### config.mk
export PLATFORM = sky130hd
export DESIGN_NAME = fsirc_ctrl
export DESIGN_NICKNAME = d
export VERILOG_FILES = /design/src/inc/fsirc_pkg.sv /design/src/logic/fsirc_ctrl.sv /design/src/logic/fsirc_irq_gate.sv
export SDC_FILE = /design/constraint.sdc
export NUM_CORES = 1
export LEC_CHECK = 0
export ABC_CLOCK_PERIOD_IN_PS = 4300
export BUFFER_PORTS_ARGS = -buffer_cell sky130_fd_sc_hd__buf_2
export CAP_MARGIN = 15
export CORE_MARGIN = 3
export CORE_UTILIZATION = 50
export CTS_BUF_LIST = sky130_fd_sc_hd__clkbuf_16
export CTS_CLUSTER_DIAMETER = 40
export CTS_CLUSTER_SIZE = 40
export DETAILED_ROUTE_END_ITERATION = 8
export GPL_ROUTABILITY_DRIVEN = 1
export PLACE_DENSITY = 0.88
export SLEW_MARGIN = 25
export SYNTH_ARGS = -nofsm -noshare
export SYNTH_HDL_FRONTEND = slang
export SYNTH_SLANG_ARGS = --single-unit
### constraint.sdc
create_clock -name core_clk -period 4.3 [get_ports core_clk]
set_input_delay 1.29 -clock core_clk [delete_from_list [all_inputs] [get_ports core_clk]]
set_output_delay 1.29 -clock core_clk [all_outputs]
set_load 0.01 [all_outputs]
### src/inc/fsirc_pkg.sv
// Package for the flash security, interrupt and reset-sequence controller.
// Assumes one core clock and an array read port outside this block.
package fsirc_pkg;
   localparam logic [22:0] FSIRC_SEC_BYTE_ADDR = 23'h7FFF0F;
   localparam logic [22:0] FSIRC_KEY_BASE_ADDR = 23'h7FFF00;
   localparam logic [2:0] FSIRC_KEY_LAST_IDX = 3'h3;
   localparam logic [1:0] FSIRC_SEC_UNSECURE = 2'h2;
   localparam logic [1:0] FSIRC_SEC_SECURED = 2'h3;
   localparam logic [1:0] FSIRC_BACKDOOR_ALLOW_FIELD_ON = 2'h2;
   localparam logic [7:0] FSIRC_SEC_DEFAULT = 8'hFF;
   localparam logic [7:0] FSIRC_OPT_DEFAULT = 8'hFF;
   localparam logic [7:0] FSIRC_PROT_DEFAULT = 8'h00;
   localparam logic [15:0] FSIRC_KEY_ZERO = 16'h0000;
   localparam logic [15:0] FSIRC_KEY_ONES = 16'hFFFF;
   localparam logic [3:0] FSIRC_HOLD_CYCLES = 4'h4;
   localparam logic [1:0] FSIRC_MODE_NORMAL = 2'h0;
   localparam logic [1:0] FSIRC_MODE_SPECIAL = 2'h1;

   typedef enum logic [4:0] {
      FSIRC_HOLD = 5'b00001,
      FSIRC_LOAD = 5'b00010,
      FSIRC_IDLE = 5'b00100,
      FSIRC_BUSY = 5'b01000,
      FSIRC_KEYS = 5'b10000
   } fsirc_state_t;

   typedef struct packed {
      logic [1:0] lock_state_bits;
      logic [1:0] backdoor_allow_field;
      logic [3:0] rsvd;
   } fsirc_sec_t;

   typedef struct packed {
      logic [7:0] program_array_guard_reg;
      logic [7:0] data_array_guard_reg;
      logic [7:0] option_register;
      fsirc_sec_t lock_state_register;
   } fsirc_cfg_t;
endpackage

### src/logic/fsirc_ctrl.sv
// Flash security, interrupt and reset-sequence controller.
// Assumes an array read port with one-cycle latency and synchronous inputs.
//
// The placing of the registers and the plain strobed port were left to the implementer.
`timescale 1ns/1ps
module fsirc_ctrl
   import fsirc_pkg::*;
(
   input wire logic core_clk,
   input wire logic rstn,
   output logic [22:0] arr_addr,
   output logic arr_rd,
   input wire logic [15:0] arr_data,
   input wire logic arr_dfault,
   input wire logic arr_sfault,
   output logic cpu_stall,
   output logic block0_invalid,
   input wire logic cmd_wr,
   output logic cmd_wr_taken,
   input wire logic launch,
   input wire logic launch_is_keyverify,
   input wire logic launch_is_verify_all,
   input wire logic [63:0] key_in,
   input wire logic op_done,
   input wire logic op_erased,
   input wire logic [1:0] cpu_mode,
   output logic cmd_allowed,
   output logic cmd_rejected,
   input wire logic cmd_complete_irq_en,
   input wire logic double_fault_irq_en,
   input wire logic single_fault_irq_en,
   input wire logic double_fault_flag,
   input wire logic single_fault_flag,
   input wire logic stop_req,
   output logic stop_ack,
   output logic wake_req,
   output logic cmd_irq,
   output logic err_irq,
   output logic cmd_complete_flag,
   output logic [1:0] controller_error_bits,
   output fsirc_cfg_t cfg
);
   typedef struct packed {
      fsirc_state_t st;
      logic [2:0] idx;
      logic [63:0] keys;
      logic key_bad;
      logic seq_err;
      logic ccf;
      logic [1:0] err;
      logic rej;
      fsirc_cfg_t cfg;
      logic [3:0] hold;
      logic keycmd_lock;
   } fsirc_regs_t;

   fsirc_regs_t r_q;
   fsirc_regs_t r_d;
   logic key_match;
   logic keys_legal;
   logic secured;
   logic dbg_err;

   assign secured = (r_q.cfg.lock_state_register.lock_state_bits != FSIRC_SEC_UNSECURE);

   always_comb begin
      keys_legal = 1'b1;
      for (int i = 0; i < 4; i++) begin
         if (key_in[16*i +: 16] == FSIRC_KEY_ZERO || key_in[16*i +: 16] == FSIRC_KEY_ONES) begin
            keys_legal = 1'b0;
         end
      end
      key_match = keys_legal && (key_in == r_q.keys);
   end

   // Secured parts in normal mode may still run key verify; others need unsecure or special mode
   always_comb begin
      cmd_allowed = 1'b0;
      if (launch_is_keyverify) begin
         cmd_allowed = !r_q.keycmd_lock &&
            (r_q.cfg.lock_state_register.backdoor_allow_field == FSIRC_BACKDOOR_ALLOW_FIELD_ON);
      end else begin
         cmd_allowed = !secured || (cpu_mode == FSIRC_MODE_SPECIAL);
      end
   end

   always_comb begin
      r_d = r_q;
      r_d.rej = 1'b0;
      dbg_err = 1'b0;
      case (r_q.st)
         FSIRC_HOLD: begin
            if (r_q.hold == FSIRC_HOLD_CYCLES) begin
               r_d.st = FSIRC_LOAD;
               r_d.idx = 3'h0;
            end else begin
               r_d.hold = r_q.hold + 4'h1;
            end
         end
         FSIRC_LOAD: begin
            // Index 1..4 capture keys, index 5 the security byte (each read is issued at the index before)
            if (r_q.idx != 3'h0) begin
               if (arr_dfault) begin
                  r_d.err = 2'h3;
                  r_d.seq_err = 1'b1;
               end
               if (r_q.idx <= 3'h4) begin
                  r_d.keys[16*(r_q.idx - 3'h1) +: 16] = arr_data;
               end else begin
                  r_d.cfg.lock_state_register = arr_data[7:0];
               end
            end
            if (r_q.idx == 3'h5) begin
               r_d.st = FSIRC_IDLE;
               r_d.ccf = 1'b1;
               r_d.cfg.program_array_guard_reg = FSIRC_PROT_DEFAULT;
               r_d.cfg.data_array_guard_reg = FSIRC_PROT_DEFAULT;
               r_d.cfg.option_register = FSIRC_OPT_DEFAULT;
               if (r_d.seq_err) begin
                  r_d.cfg.lock_state_register = FSIRC_SEC_DEFAULT;
               end
            end else begin
               r_d.idx = r_q.idx + 3'h1;
            end
         end
         FSIRC_IDLE: begin
            if (launch) begin
               if (!cmd_allowed) begin
                  r_d.rej = 1'b1;
               end else begin
                  r_d.ccf = 1'b0;
                  r_d.st = launch_is_keyverify ? FSIRC_KEYS : FSIRC_BUSY;
               end
            end
         end
         FSIRC_KEYS: begin
            if (key_match) begin
               r_d.cfg.lock_state_register.lock_state_bits = FSIRC_SEC_UNSECURE;
            end else begin
               r_d.keycmd_lock = 1'b1;
            end
            r_d.st = FSIRC_IDLE;
            r_d.ccf = 1'b1;
         end
         FSIRC_BUSY: begin
            if (op_done) begin
               if (launch_is_verify_all && op_erased && cpu_mode == FSIRC_MODE_SPECIAL) begin
                  r_d.cfg.lock_state_register.lock_state_bits = FSIRC_SEC_UNSECURE;
               end
               r_d.st = FSIRC_IDLE;
               r_d.ccf = 1'b1;
            end
         end
         default: begin
            r_d.st = FSIRC_HOLD;
            dbg_err = 1'b1;
         end
      endcase
   end

   // Reset loads HOLD and the default cfg and clears the rest, so any running command is dropped mid-way
   always_ff @(posedge core_clk or negedge rstn) begin
      if (!rstn) begin
         r_q <= '{st: FSIRC_HOLD, cfg: '{FSIRC_PROT_DEFAULT, FSIRC_PROT_DEFAULT,
                  FSIRC_OPT_DEFAULT, FSIRC_SEC_DEFAULT}, default: '0};
      end else begin
         r_q <= r_d;
      end
   end

   // Array is only read during load; the byte is never written here
   always_comb begin
      arr_rd = (r_q.st == FSIRC_LOAD) && (r_q.idx < 3'h5);
      if (r_q.idx == 3'h4) begin
         arr_addr = FSIRC_SEC_BYTE_ADDR;
      end else begin
         arr_addr = FSIRC_KEY_BASE_ADDR + {19'h0, r_q.idx, 1'b0};
      end
   end

   assign cpu_stall = (r_q.st == FSIRC_HOLD);
   assign cmd_wr_taken = cmd_wr && r_q.ccf && (r_q.st == FSIRC_IDLE);
   assign block0_invalid = (r_q.st == FSIRC_KEYS);
   assign cmd_rejected = r_q.rej;
   assign cmd_complete_flag = r_q.ccf;
   assign controller_error_bits = r_q.err;
   assign cfg = r_q.cfg;
   // Stop is held off while a command runs; ack is combinational
   assign stop_ack = stop_req && r_q.ccf;

   fsirc_irq_gate u_cmd (
      .flag(r_q.ccf),
      .en(cmd_complete_irq_en),
      .req(cmd_irq)
   );

   logic dreq;
   logic sreq;
   fsirc_irq_gate u_dbl (
      .flag(double_fault_flag),
      .en(double_fault_irq_en),
      .req(dreq)
   );
   fsirc_irq_gate u_sgl (
      .flag(single_fault_flag),
      .en(single_fault_irq_en),
      .req(sreq)
   );
   assign err_irq = dreq | sreq;
   assign wake_req = cmd_irq;

   a_cmd_irq_level: assert property (@(posedge core_clk) disable iff (!rstn)
      cmd_irq == (cmd_complete_flag && cmd_complete_irq_en)) else $error("cmd irq wrong");
   a_err_irq_level: assert property (@(posedge core_clk) disable iff (!rstn)
      err_irq == ((double_fault_flag && double_fault_irq_en) ||
                  (single_fault_flag && single_fault_irq_en))) else $error("err irq wrong");
   a_wake_follow: assert property (@(posedge core_clk) disable iff (!rstn)
      wake_req == cmd_irq) else $error("wake wrong");
   a_stop_hold: assert property (@(posedge core_clk) disable iff (!rstn)
      (stop_req && !cmd_complete_flag) |-> !stop_ack) else $error("stop early");
   a_key_unsec: assert property (@(posedge core_clk) disable iff (!rstn)
      (r_q.st == FSIRC_KEYS && key_match) |=> cfg.lock_state_register.lock_state_bits == 2'h2)
      else $error("no unsecure");
   a_key_lock: assert property (@(posedge core_clk) disable iff (!rstn)
      (r_q.st == FSIRC_KEYS && !key_match) |=> r_q.keycmd_lock) else $error("no lock");
   a_block0_inv: assert property (@(posedge core_clk) disable iff (!rstn)
      $rose(block0_invalid) |=> !block0_invalid) else $error("block0 long");
   a_ccf_seq: assert property (@(posedge core_clk) disable iff (!rstn)
      (r_q.st == FSIRC_HOLD || r_q.st == FSIRC_LOAD) |-> !cmd_complete_flag)
      else $error("ccf during seq");
   a_wr_ignored: assert property (@(posedge core_clk) disable iff (!rstn)
      (r_q.st != FSIRC_IDLE) |-> !cmd_wr_taken) else $error("write taken");
   a_stall_end: assert property (@(posedge core_clk) disable iff (!rstn)
      $fell(cpu_stall) |-> r_q.st == FSIRC_LOAD ##6 cmd_complete_flag)
      else $error("seq timing");
   a_state_legal: assert property (@(posedge core_clk) disable iff (!rstn)
      !dbg_err) else $error("illegal state");
   // Double fault seen on any sequence read must leave the part secured
   a_seq_err_lock: assert property (@(posedge core_clk) disable iff (!rstn)
      (r_q.st == FSIRC_LOAD && r_q.idx == 3'h5 && (r_q.seq_err || arr_dfault)) |=>
      cfg.lock_state_register == FSIRC_SEC_DEFAULT) else $error("no fallback");
   a_dfault_err: assert property (@(posedge core_clk) disable iff (!rstn)
      (r_q.st == FSIRC_LOAD && r_q.idx != 3'h0 && arr_dfault) |=>
      controller_error_bits == 2'h3) else $error("err bits missing");
   a_guard_default: assert property (@(posedge core_clk) disable iff (!rstn)
      (r_q.st == FSIRC_LOAD && r_q.idx == 3'h5) |=>
      (cfg.program_array_guard_reg == FSIRC_PROT_DEFAULT &&
       cfg.data_array_guard_reg == FSIRC_PROT_DEFAULT &&
       cfg.option_register == FSIRC_OPT_DEFAULT)) else $error("init wrong");
   a_sec_read: assert property (@(posedge core_clk) disable iff (!rstn)
      (r_q.st == FSIRC_LOAD && r_q.idx == 3'h4) |->
      (arr_rd && arr_addr == FSIRC_SEC_BYTE_ADDR)) else $error("sec byte read");
   // Key verify must not touch guards, option or stored keys
   a_guard_keep: assert property (@(posedge core_clk) disable iff (!rstn)
      (r_q.st == FSIRC_KEYS) |=> ($stable(cfg.program_array_guard_reg) &&
      $stable(cfg.data_array_guard_reg) && $stable(cfg.option_register)))
      else $error("guard changed");
   a_keys_keep: assert property (@(posedge core_clk) disable iff (!rstn)
      (r_q.st == FSIRC_KEYS) |=> $stable(r_q.keys)) else $error("keys changed");
   a_bad_key_lock: assert property (@(posedge core_clk) disable iff (!rstn)
      (r_q.st == FSIRC_KEYS && !keys_legal) |=> r_q.keycmd_lock)
      else $error("illegal key took");
   a_block0_key: assert property (@(posedge core_clk) disable iff (!rstn)
      (r_q.st == FSIRC_KEYS) |-> block0_invalid) else $error("block0 readable");
   a_locked_reject: assert property (@(posedge core_clk) disable iff (!rstn)
      (r_q.st == FSIRC_IDLE && launch && launch_is_keyverify && r_q.keycmd_lock) |=>
      cmd_rejected) else $error("locked key cmd ran");
   a_backdoor_allow_field_reject: assert property (@(posedge core_clk) disable iff (!rstn)
      (r_q.st == FSIRC_IDLE && launch && launch_is_keyverify &&
       cfg.lock_state_register.backdoor_allow_field != FSIRC_BACKDOOR_ALLOW_FIELD_ON) |=>
      cmd_rejected) else $error("key cmd not gated");
   a_secure_reject: assert property (@(posedge core_clk) disable iff (!rstn)
      (r_q.st == FSIRC_IDLE && launch && !launch_is_keyverify && secured &&
       cpu_mode != FSIRC_MODE_SPECIAL) |=> cmd_rejected) else $error("secure cmd ran");
   a_erase_unsec: assert property (@(posedge core_clk) disable iff (!rstn)
      (r_q.st == FSIRC_BUSY && op_done && launch_is_verify_all && op_erased &&
       cpu_mode == FSIRC_MODE_SPECIAL) |=>
      cfg.lock_state_register.lock_state_bits == FSIRC_SEC_UNSECURE)
      else $error("erase no unsecure");
   a_done_sets: assert property (@(posedge core_clk) disable iff (!rstn)
      (r_q.st == FSIRC_BUSY && op_done) |=> cmd_complete_flag) else $error("no done");
   a_launch_clears: assert property (@(posedge core_clk) disable iff (!rstn)
      (r_q.st == FSIRC_IDLE && launch && cmd_allowed) |=> !cmd_complete_flag)
      else $error("flag not cleared");
   a_stop_grant: assert property (@(posedge core_clk) disable iff (!rstn)
      (stop_req && cmd_complete_flag) |-> stop_ack) else $error("stop not granted");
   a_wr_accept: assert property (@(posedge core_clk) disable iff (!rstn)
      (r_q.st == FSIRC_IDLE && cmd_complete_flag && cmd_wr) |-> cmd_wr_taken)
      else $error("write dropped");
   a_irq_drop: assert property (@(posedge core_clk) disable iff (!rstn)
      !cmd_complete_irq_en |-> !cmd_irq) else $error("irq not dropped");

   c_seq_done: cover property (@(posedge core_clk) disable iff (!rstn) $rose(cmd_complete_flag));
   c_key_ok: cover property (@(posedge core_clk) disable iff (!rstn)
      r_q.st == FSIRC_KEYS && key_match);
   c_reject: cover property (@(posedge core_clk) disable iff (!rstn) cmd_rejected);
   c_stop: cover property (@(posedge core_clk) disable iff (!rstn) stop_req && !stop_ack);
   c_key_lock: cover property (@(posedge core_clk) disable iff (!rstn)
      r_q.st == FSIRC_KEYS && !key_match);
endmodule

### src/logic/fsirc_irq_gate.sv
// Flag and enable gate for one interrupt source.
// Assumes flags and enables are registered in the same clock domain.
`timescale 1ns/1ps
module fsirc_irq_gate (
   input wire logic flag,
   input wire logic en,
   output logic req
);
   assign req = flag & en;
endmodule

Yosys cells after proc, flatten, opt, wreduce, memory -nomap -nowiden
Index checks and enable logic that the tools add are counted.
Operators by class
  order comparisons: 2
  shifts and indexed selects: 2
  add/subtract/negate cells: 5
  reduce and logical (&&, ||, !) cells: 31
  eq/ne operators: 24
  mux-type cells: 35
  bitwise gates (word level): 6
Operator list (number)
  $bwmux W64: 1
  $eq A16 B16 Y1 const B: 4
  $eq A64 B64 Y1: 1
  $logic_not A16 Y1: 4
  $shift A16 B34 Y64 const A: 1
  $shiftx A16 B34 Y64: 1
  $mux W8: 5
  $neg A32 Y34: 1
  $mux W5: 5
  $pmux W5 S5: 1
  $mux W23: 1
  $mux W1: 15
  $ne A2 B2 Y1 const B: 7
  $add A9 B5 Y10 const A: 1
  $reduce_and A5 Y1: 2
  $reduce_and A3 Y1: 3
  $logic_and A1 B1 Y1: 8
  $eq A3 B3 Y1 const B: 2
  $mux W2: 3
  $pmux W2 S3: 1
  $pmux W3 S2: 1
  $reduce_bool A3 Y1: 2
  $eq A5 B1 Y1 const B: 1
  $eq A5 B2 Y1 const B: 1
  other kinds (23): 33
Word-level totals
  word-level logic and storage cells: 117
  register bits after elaboration: 89

Logic depth before layout (Yosys ltp)
Gate-level depths: netlist (run 1).
  depth in word-level cells: 9
  depth in mapped cells: 14
  gate-level depth less buffers: 12

Hierarchy
A second synthesis (run 1) with hierarchy kept.
Second synthesis, totals
  cell total of the unflattened synthesis: 561
  area, all modules: 5496.5 um^2
By module, submodules not included
  fsirc_ctrl: times used 1, cells an instance 558, area each 5477.8 um^2, sequential area each 2238.4 um^2
  fsirc_irq_gate: times used 3, cells an instance 1, area each 6.3 um^2, sequential area each 0.0 um^2

Least setup slack after synthesis (run 1)
No wires, ideal clock.
  path type: register to register
  start point: register r_q[107] (netlist bit)
  end point: register r_q[100] (netlist bit)
  buffers on the path: 3
  data arrival time: 3.572 ns
  path slack: 0.603 ns
  period minus slack after synthesis: 3.697 ns
  cell stages (with the launch flop): 13
  required time: 4.175 ns
  library setup time: 0.125 ns
  cells stage by stage: dfrtp_1 -> clkbuf_1 -> inv_1 -> ha_1 -> clkbuf_1 -> nand3_1 -> ha_1 -> nand4b_1 -> or3_1 -> a2111oi_4 -> nor3b_4 -> buf_12 -> mux2_4
On the way
  longest elaborated chain between the ends: 4
  elaborated cells on any way between the ends: 8
  those cells by class: add/sub: 2; order compare: 1; shift: 2; mux: 1; reduce/logical: 2
Ends and longest elaborated chain
  from (decl): line fsirc_ctrl.sv:57  | fsirc_regs_t r_q;
  from (signal assigned): line fsirc_ctrl.sv:164  | r_q <= '{st: FSIRC_HOLD, cfg: '{FSIRC_PROT_DEFAULT, FSIRC_PROT_DEFAULT,
  from (signal assigned): line fsirc_ctrl.sv:167  | r_q <= r_d;
  $sub A3 B1 Y4: line fsirc_ctrl.sv:108  | r_d.keys[16*(r_q.idx - 3'h1) +: 16] = arr_data;
  $neg A32 Y34: line fsirc_ctrl.sv:108
  $shiftx A16 B34 Y64 / $shift A16 B34 Y64 (equally long branches): line fsirc_ctrl.sv:108
  $bwmux W64: line fsirc_ctrl.sv:108
Several ways; a longest one is shown, not always the timed one.
A chain may end at the register's enable or synchronous reset.

Worst setup path after layout (run 1)
  start point: register r_q[107] (netlist bit)
  end point: register r_q[95] (netlist bit)
Same word-level chain as after synthesis.

==> summary.txt, run 1 <==
Critical path
  – Critical Path Max Stage Delay: 0.64 ns
  – CP Cell Sequence: inv_1 -> ha_1 -> nand3_1 -> inv_1 -> ha_1 -> buf_4 -> nor2_1 -> nand3_1 -> a2111oi_4 -> nor3b_4 -> buf_4 -> mux2_2
  – Worst setup EP type: flip-flop
  – Arrival @ worst endpoint: 4.20 ns
  – Critical Path Fanout Max: 20
  – Critical Path Slowest Stage Cell: dfrtp_1
  – Worst r2r src: r_q[107]$_DFFE_PN0P_
  – Crit Path Category: reg2reg
  – Startpoint class of the critical path: flip-flop
  – Setup crit start: r_q[107]$_DFFE_PN0P_
  – Worst EP required: between 4 and 5 ns

Clocking
  – CTS H-Tree Depth: 3
  – Num CTS Buffers: 9
  – CTS clk-pin slew, worst paths: 0.06 ns
  – Hold_buf cts: 0
  – CTS root buffer: clkbuf_16
  – CTS tree: yes
  – Post-CTS setup buffers: 0
  – Buffer depth of the longest clock path: 2
  – Clk sinks: between 80 and 90
  – Clk_lat worst skew: 0.34 ns
  – Post_cts resized: 0

Synthesis
  – Library cells used by synthesis: 52
  – Ys flop type: dfrtp_1
  – Syn Area/Cell: 10.2 µm²
  – Async SR Flop Fraction: 100%
  – Mapped Cells: around 550
  – Sequential share of the synthesized area: between 40% and 50%
  – Number of synthesized register bits: 89
  – Yosys warnings: 0
  – Synth Cell Area: 5560 µm²
  – Post-synth EDFFs: 0

Timing
  – Final number of hold-violating endpoints: 0
  – TNS Setup: 0 ns
  – RSZ-0062 raised after global routing: false
  – Max Slew Vio Count: 0
  – Clock Skew: about 0.007 ns
  – Slew Limit Headroom: 47.6%
  – Hold Worst Slack: 0.472 ns
  – Min Tclk post-route: 3.98 ns
  – Worst-margin pin slew: 0.785 ns
  – Final setup vio count: 0
  – Max Fclk: between 200 and 300 MHz
  – Setup ws final: between 0.3 and 0.4 ns
  – Fin crit share: 92.6%

Routing
  – DRC viols: 0
  – Vias: approximately 4600
  – Routed WL: 15200 µm
  – Vias/cell: 5.71
  – DRT antenna net count: 0
  – First-pass iteration count of the detailed router: 5
  – Routed WL per cell: 19.0 µm
  – Initial drt markers: 331

Global routing
  – Pin count of the biggest net entering global routing: 65
  – Grt ovf: 0
  – Vias in the first global route: 4551
  – First-pass GRT wire length: 23900 µm
  – Tot GR Track Use: about a quarter
  – Initial antenna violation count: 0

Power
  – Leakage power: around 0.0031 µW
  – Power per Cell Area: roughly 430 nW/µm²
  – Max rail drop VDD: 0.281 mV

Layout
  – Nets: 771
  – Inserted Diodes: 0
  – Filler cells: 823
  – P&R area growth vs syn: 15.2%
  – Fraction of layout cells with a size suffix above 1: 32.8%
  – Non-filler cells, final: 798

Placement
  – DP Wirelength: 11900 µm
  – Routability cong.: 1.09
  – IO Port Bufs: 121
  – Worst slack, placed: 0.468 ns
  – Placed cells: between 700 and 800

Hold path
  – Worst Hold Class: reg2reg
  – Hold path startpoint: r_q[0]$_DFFE_PN0P_

Floorplan
  – Cell Rows: 37
  – Die X: 111 µm
  – Starting Density: 52.7%
  – Core ar.: 10600 µm²
  – Height of the die: approximately 110 µm
  – Die Footprint: approximately 12000 µm²
  – Num ports: 166

Job
  – Maxcap violations: 0

Outcome
  – Status: complete, no violations
## layer usage
metal	track usage, %	wire, µm	vias up
met1	30.3	5830	2186
met5	0	0	-
met2	40.5	7350	283
li1	-	-	2044
met3	6.25	1540	40
met4	9.33	465	0
## critical path, delay by kind of cell (launching register included)
family | cells | cell delay [ns]
AOI/OAI and AO/OA | 1 | 0.42
adders and majority gates | 2 | 0.79
buffers and inverters | 4 | 0.89
DFF | 1 | 0.64
muxes | 1 | 0.38
and+or+nand+nor | 4 | 0.74
## layout make-up
| class | count | area [µm²] | area share, % |
|---|---|---|---|
| clock inverters | 6 | 116 | 1.82 |
| clock buffers | 9 | 225 | 3.51 |
| well taps | 136 | 170 | 2.65 |
| repair buffers | 128 | 661 | 10.3 |
| multi-input cells | 414 | 2940 | 45.9 |
| inverters | 16 | 60.1 | 0.937 |
| flip-flops and latches | 89 | 2240 | 34.9 |
## synthesized netlist by cell type (all sizes together), types with 9 or more instances
master | number | share of area (%)
nor2b | 17 | 1.9
o21ai | 25 | 2.2
mux2 | 48 | 10
nand4 | 28 | 3.1
inv | 16 | 1.1
nor2 | 12 | 0.81
nor4 | 37 | 4.2
clkbuf | 9 | 0.61
dfstp | 9 | 4.3
nand3 | 12 | 1.2
dfrtp | 80 | 36
ha | 15 | 3.4
xor2 | 64 | 10
nand2 | 51 | 3.4
buf | 59 | 8.0
## power by group
group	leakage, µW	internal [µW]	switching, µW
combinational	0.00191	319	550
clock	0.000166	569	332
sequential	0.00103	914	76.2
## registers in the layout (all words and copies together) (netlist names)
| name | cells |
|---|---|
| cfg | 8 |
| r_q | 78 |
| cmd_complete_flag | 1 |
| controller_error_bits | 1 |
| cmd_rejected | 1 |
## cells by family after synthesis
group | share of synthesized area [%]
XOR/XNOR | 11.0
adder cells (fa/ha/maj) | 3.37
AO/OA/AOI/OAI | 5.44
other | 0.135
AND/OR/NAND/NOR | 18.6
multiplexers | 11.5
flip-flops | 40.2
buffers and inverters | 9.69
## final timing paths
kind,slack [ns],end,depth (start not counted)
max,0.32,r_q[95]$_DFFE_PN0P_,12
min,0.47,r_q[0]$_DFFE_PN0P_,1
max reg2reg,0.32,r_q[95]$_DFFE_PN0P_,12
min reg2reg,0.47,r_q[0]$_DFFE_PN0P_,1
max in group asynchronous,2.56,r_q[106]$_DFFE_PN0P_,2
min in group asynchronous,1.03,r_q[108]$_DFFE_PN0P_,1
## cells in the final DEF (no fill, tap or decap), drive strengths merged, types with 2 or more instances in the layout
master	n
a21oi	7
a31o	2
a31oi	2
and2	3
and3	3
buf	128
bufinv	3
clkbuf	9
clkinv	2
conb	43
dfrtp	80
dfstp	9
ha	15
inv	17
mux2	48
mux2i	6
nand2	51
nand2b	5
nand3	12
nand4	28
nand4b	2
nor2	12
nor2b	17
nor3	3
nor4	37
o21ai	25
o311ai	2
or2	6
or4	2
xnor2	5
xor2	64
## per-stage QoR
step / area [µm²] / total power, µW / util [%]
final: 6410 / 2760 / 60.7
after global routing: 6410 / 2910 / 60.7
after CTS: 6410 / 2770 / 60.7
after detailed placement: 6070 / 1850 / 57.5
after global placement: 6070 / 1790 / 57.5
after floorplan: 5720 / 1580 / -
Note: power is estimated with default switching activity, not from simulation.
==> run 2, diff against run 1 <==
ABC_CLOCK_PERIOD_IN_PS = 3650   (was 4300)
CORE_UTILIZATION = 35   (was 50)
PLACE_DENSITY = 0.7   (was 0.88)
SETUP_SLACK_MARGIN = 0.2   (was unset)
clock period = 3.65 ns   (was 4.3 ns; I/O delays follow)
==> run 2 against run 1 <==
- critical path type unchanged
- die area increased by 40%
- largest power group unchanged
- cell area increased by 2.2%
- largest cell class unchanged
- clock power decreased by 2.2%
- routed wire length increased by 1.5%
==> summary.txt, run 2 (same netlist as run 1, synthesis figures left out) <==
Floorplan
  – Die Footprint: ~17000 µm²
  – Num ports: 166
  – Core ar.: 15400 µm²
  – Height of the die: about 130 µm
  – Starting Density: 36.2%
  – Cell Rows: 45
  – Die X: ~130 µm

Layout
  – Commonest non-fill, non-tap cell in the layout: buf_2
  – Most frequent cells in the layout: buf_2, dfrtp_1, xor2_1
  – Non-filler cells, final: 880
  – Reg with most FFs: r_q
  – P&R area growth vs syn: 17.8%
  – Fraction of layout cells with a size suffix above 1: 34.0%
  – Core Util, Final: between 40% and 50%
  – Nets: 775
  – Max FFs per register: 78

Global routing
  – Tot GR Track Use: approximately 17%
  – Grt ovf: 0
  – Pin count of the biggest net entering global routing: 47
  – Initial antenna violation count: 6
  – Vias in the first global route: ~4200
  – First-pass GRT wire length: 23300 µm

Timing
  – Min Tclk post-route: 3.37 ns
  – Final number of hold-violating endpoints: 0
  – Max Fclk: slightly below 300 MHz
  – RSZ-0062 raised after global routing: false
  – Worst-margin pin slew: just over 0.6 ns
  – Fin crit share: 92.3%
  – Max Slew Vio Count: 0
  – Final setup vio count: 0
  – TNS Setup: 0 ns
  – Slew Limit Headroom: between 50% and 60%
  – Clock Skew: 0.00828 ns
  – Hold Worst Slack: around 0.47 ns

Routing
  – Routed WL: 15400 µm
  – Initial drt markers: 342
  – First-pass iteration count of the detailed router: 5
  – Vias: 4394
  – DRT antenna net count: 0
  – Routed WL per cell: 17.5 µm
  – DRC viols: 0
  – Vias/cell: 4.99

Critical path
  – Startpoint class of the critical path: flip-flop
  – Crit Reg-Reg Endpoint: r_q[92]$_DFFE_PN0P_
  – Worst R2R Setup Slack: 0.28 ns
  – Critical Path Slowest Stage Cell: a2111oi_4
  – R2R cell count: 14
  – Worst EP required: 3.89 ns
  – CP Cell Sequence: inv_2 -> ha_1 -> xnor2_2 -> nand3_2 -> inv_1 -> ha_1 -> buf_6 -> nor2_1 -> nand3_2 -> a2111oi_4 -> nor3b_4 -> buf_12 -> buf_12 -> mux2_2
  – Worst setup EP type: flip-flop
  – Critical Path Max Stage Delay: around 0.50 ns
  – Crit Path Category: reg2reg
  – Critical Path Fanout Max: 20
  – Worst r2r src: r_q[108]$_DFFE_PN0P_
  – Setup crit start: r_q[108]$_DFFE_PN0P_
  – Arrival @ worst endpoint: 3.61 ns

Clocking
  – Clk_lat worst skew: 0.35 ns
  – Clk sinks: 89
  – CTS root buffer: clkbuf_16
  – CTS clk-pin slew, worst paths: 0.07 ns
  – Num CTS Buffers: 9
  – CTS tree: yes
  – CTS H-Tree Depth: 3
  – Buffer depth of the longest clock path: 2

Placement
  – Placed cells: approximately 860
  – Routability cong.: a little over 0.8
  – IO Port Bufs: 121
  – DP Wirelength: 12000 µm

Power
  – Power per Cell Area: around 470 nW/µm²
  – Leakage power: between 0.003 and 0.004 µW
  – Max rail drop VDD: between 0.2 and 0.3 mV
  – Total Power: 3090 µW

Hold path
  – Hold path startpoint: r_q[41]$_DFFE_PN0P_
  – Hold depth: 2
  – Hold Crit Endpoint: r_q[41]$_DFFE_PN0P_
  – Worst Hold Class: reg2reg

Outcome
  – Status: complete, no violations

Job
  – Maxcap violations: 0
==> run 2: changes by cell type in the layout (fill, tap and decap cells not counted), moves of 2 or more <==
| cell | before | now |
|---|---|---|
| bufinv_16 | 3 | 0 |
| diode_2 | 0 | 2 |
| clkinvlp_4 | 0 | 2 |
| clkinv_2 | 0 | 2 |
| buf_12 | 0 | 3 |
| clkinv_4 | 2 | 0 |
| nand3_1 | 11 | 9 |
| inv_2 | 0 | 2 |
==> run 2: where the power goes <==
group          switching [µW]  total, µW  internal [µW]
clock network             419        881            462
registers                69.9       1150           1080
logic                     657       1060            403
total                    1150       3090           1940
==> run 2: worst max-delay path by stage <==
stage | slack (ns) | to | cells past startpoint
after floorplan | 0.23 | r_q[100]$_DFFE_PN0P_ | 13
after global routing | 0.11 | r_q[95]$_DFFE_PN0P_ | 14
after CTS | 0.29 | r_q[63]$_DFFE_PN0P_ | 10
final | 0.28 | r_q[92]$_DFFE_PN0P_ | 14
after global placement | 0.35 | r_q[73]$_DFFE_PN0P_ | 10
after detailed placement | 0.30 | r_q[73]$_DFFE_PN0P_ | 10
==> run 2: layout make-up <==
type                       count  area, µm²
clock inverter                 7       46.3
tap                          211        264
antenna                        2       5.00
timing repair buffer         132        749
inverter                      16       60.1
fill                        1525       8820
sequential                    89       2240
multi-input combinational    414       2960
clock buffer                   9        225
==> run 2: worst max-delay path: cells and delay by family, from the launching register on <==
kind | cells | cell delay, ns
compound gates | 1 | 0.50
flops | 1 | 0.39
mux | 1 | 0.33
buf+inv | 5 | 0.63
xor+xnor | 1 | 0.22
simple gates | 4 | 0.72
fa+ha+maj | 2 | 0.46
==> run 2: routing by layer <==
layer,global-route usage [%],up-vias,part of all wire (%)
li1,-,2062,-
met1,22.9,2108,44
met2,27.2,187,45
met3,5.50,29,8.8
met4,4.43,8,1.7
met5,0,-,0.37
==> run 2: repair_timing <==
item                       CTS  global route
hold buffers                 0             0
resized for setup            0             8
hold endpoints to repair     0             0
setup endpoints to repair    0            32
setup buffers                0             2
==> run 2: per-stage QoR <==
step                      area (µm²)  worst slack (ns)
after global routing            6550             0.107
after floorplan                 5720             0.227
after global placement          6190             0.352
after CTS                       6470             0.289
after detailed placement        6190             0.297
final                           6550             0.283
==> run 3, diff against run 2 <==
CORE_MARGIN = 2   (was 3)
CTS_CLUSTER_DIAMETER = 100   (was 40)
==> run 3 against run 2 <==
- cell area is 0.11% lower
- hold slack worse by 0.0064 ns
- critical path depth fell by 2
- power fell by 0.82%
- critical path type unchanged
- largest cell class unchanged
- largest power group unchanged
==> summary.txt, run 3 (same netlist as run 1, synthesis figures left out) <==
Global routing
  – Vias in the first global route: 4277
  – Initial antenna violation count: 5
  – Tot GR Track Use: 18.4%
  – Pin count of the biggest net entering global routing: 52
  – Grt ovf: 0
  – First-pass GRT wire length: 23100 µm

Layout
  – Commonest non-fill, non-tap cell in the layout: buf_2
  – Filler cells: 1537
  – Nets: 776
  – Reg with most FFs: r_q
  – Area of the multi-input gates: just under 3000 µm²
  – Reg area: 2240 µm²
  – Fraction of layout cells with a size suffix above 1: 33.7%
  – Core Util, Final: between 40% and 50%
  – Max FFs per register: 78
  – Most frequent cells in the layout: buf_2, dfrtp_1, xor2_1
  – P&R area growth vs syn: 17.7%

Critical path
  – Critical Path Max Stage Delay: 0.46 ns
  – Largest delay share family, worst path: simple AND/OR/NAND/NOR gates
  – CP Cell Sequence: inv_2 -> ha_1 -> xnor2_2 -> nand3_2 -> ha_1 -> nor4b_2 -> nand3_2 -> a2111oi_4 -> nor3b_4 -> buf_4 -> buf_12 -> mux2_2
  – Crit Path Category: reg2reg
  – Critical Path Sink: r_q[94]$_DFFE_PN0P_
  – R2R cell count: 12
  – Crit Reg-Reg Endpoint: r_q[94]$_DFFE_PN0P_
  – Startpoint class of the critical path: flip-flop
  – Worst r2r src: r_q[108]$_DFFE_PN0P_
  – Critical path depth: 12
  – Worst setup EP type: flip-flop
  – Worst R2R Setup Slack: 0.31 ns
  – Worst EP required: 3.88 ns
  – Critical Path Fanout Max: 8
  – Arrival @ worst endpoint: roughly 3.6 ns
  – Critical Path Slowest Stage Cell: a2111oi_4
  – Setup crit start: r_q[108]$_DFFE_PN0P_
  – CP bufs+invs: 3

Placement
  – Routability cong.: ~0.85
  – DP Wirelength: 11900 µm
  – IO Port Bufs: between 100 and 150

Power
  – Power per Cell Area: 468 nW/µm²
  – Max rail drop VDD: between 0.3 and 0.4 mV
  – Leakage power: 0.00310 µW

Timing
  – Max Fclk: 299 MHz
  – Final setup vio count: 0
  – Worst-margin pin slew: 0.636 ns
  – Slew Limit Headroom: between 50% and 60%
  – Min Tclk post-route: 3.34 ns
  – RSZ-0062 raised after global routing: false
  – Final number of hold-violating endpoints: 0
  – Clock Skew: roughly 0.0088 ns
  – Fin crit share: 91.6%
  – TNS Setup: 0 ns
  – Max Slew Vio Count: 0

Routing
  – DRT met1 WL: 6910 µm
  – DRT antenna net count: 0
  – Vias/cell: ~4.9
  – Vias: 4351
  – First-pass iteration count of the detailed router: 4
  – WL met3: between 1000 and 1500 µm
  – Top sig layer: met5
  – Routed WL per cell: 17.4 µm
  – Routed WL: 15400 µm
  – DRC viols: 0
  – Initial drt markers: 255
  – Routed met2 length: 6970 µm

Clocking
  – Num CTS Buffers: 9
  – CTS clk-pin slew, worst paths: around 0.06 ns
  – CTS tree: yes
  – Clk_lat worst skew: between 0.3 and 0.4 ns
  – Buffer depth of the longest clock path: 2
  – CTS root buffer: clkbuf_16
  – CTS H-Tree Depth: 3
  – Clk sinks: 89

Floorplan
  – Cell Rows: 46
  – Height of the die: 130 µm
  – Starting Density: 35.4%
  – Die X: 130 µm
  – Core ar.: between 15000 and 20000 µm²
  – Num ports: 166
  – Die Footprint: approximately 17000 µm²

Job
  – Maxcap violations: 0

Outcome
  – Status: complete, no violations

Hold path
  – Worst Hold Class: reg2reg
run 3: what timing repair did:
item | in CTS | in global routing
hold buffers | 0 | 0
buffers inserted | 0 | 2
endpoints found under the setup margin | 0 | 16
resized for setup | 0 | 5
run 3: cell type report:
cell class	instances	area share [%]
clock buffer	9	3.44
tap	216	4.13
multi-input combinational	414	45.2
clock inverter	6	0.669
sequential	89	34.2
antenna	3	0.115
inverter	16	0.918
timing repair buffer	133	11.4
run 3: worst min path at each step:
| stage | from | to | slack [ns] | cells past startpoint |
|---|---|---|---|---|
| after floorplan | r_q[41]$_DFFE_PN0P_ | r_q[41]$_DFFE_PN0P_ | 0.43 | 2 |
| after global placement | r_q[41]$_DFFE_PN0P_ | r_q[41]$_DFFE_PN0P_ | 0.44 | 2 |
| after detailed placement | r_q[41]$_DFFE_PN0P_ | r_q[41]$_DFFE_PN0P_ | 0.45 | 2 |
| after CTS | r_q[41]$_DFFE_PN0P_ | r_q[41]$_DFFE_PN0P_ | 0.47 | 2 |
| after global routing | r_q[4]$_DFFE_PN0P_ | r_q[4]$_DFFE_PN0P_ | 0.50 | 1 |
| final | r_q[41]$_DFFE_PN0P_ | r_q[41]$_DFFE_PN0P_ | 0.46 | 2 |
run 3: stage by stage:
step                      instance area, µm²  std cells  hold WS [ns]  setup slack, ns  total power (µW)
after global placement                  6210        865         0.440            0.409              2160
final                                   6550        886         0.462            0.306              3060
after detailed placement                6210        865         0.451            0.328              2180
after floorplan                         5720        587         0.428            0.227              1870
after CTS                               6480        880         0.466            0.310              3050
after global routing                    6540        885         0.495            0.183              3250
run 3: worst min-delay path, cell delays in order, from the launching register on:
cell	delay, ns
dfrtp_1	0.32
inv_1	0.04
o21ai_0	0.06
run 3: power by group:
group	switching, µW	leakage, µW	internal (µW)	total, µW
clock	404	0.000122	459	862
combinational	655	0.00195	395	1050
sequential	72.2	0.00103	1080	1150
total	1130	0.00310	1930	3060
run 3: metal layers:
metal	GRT usage, %	up-vias
li1	-	2063
met1	24.6	2094
met2	28.9	172
met3	5.66	18
met4	5.06	4
met5	0	-
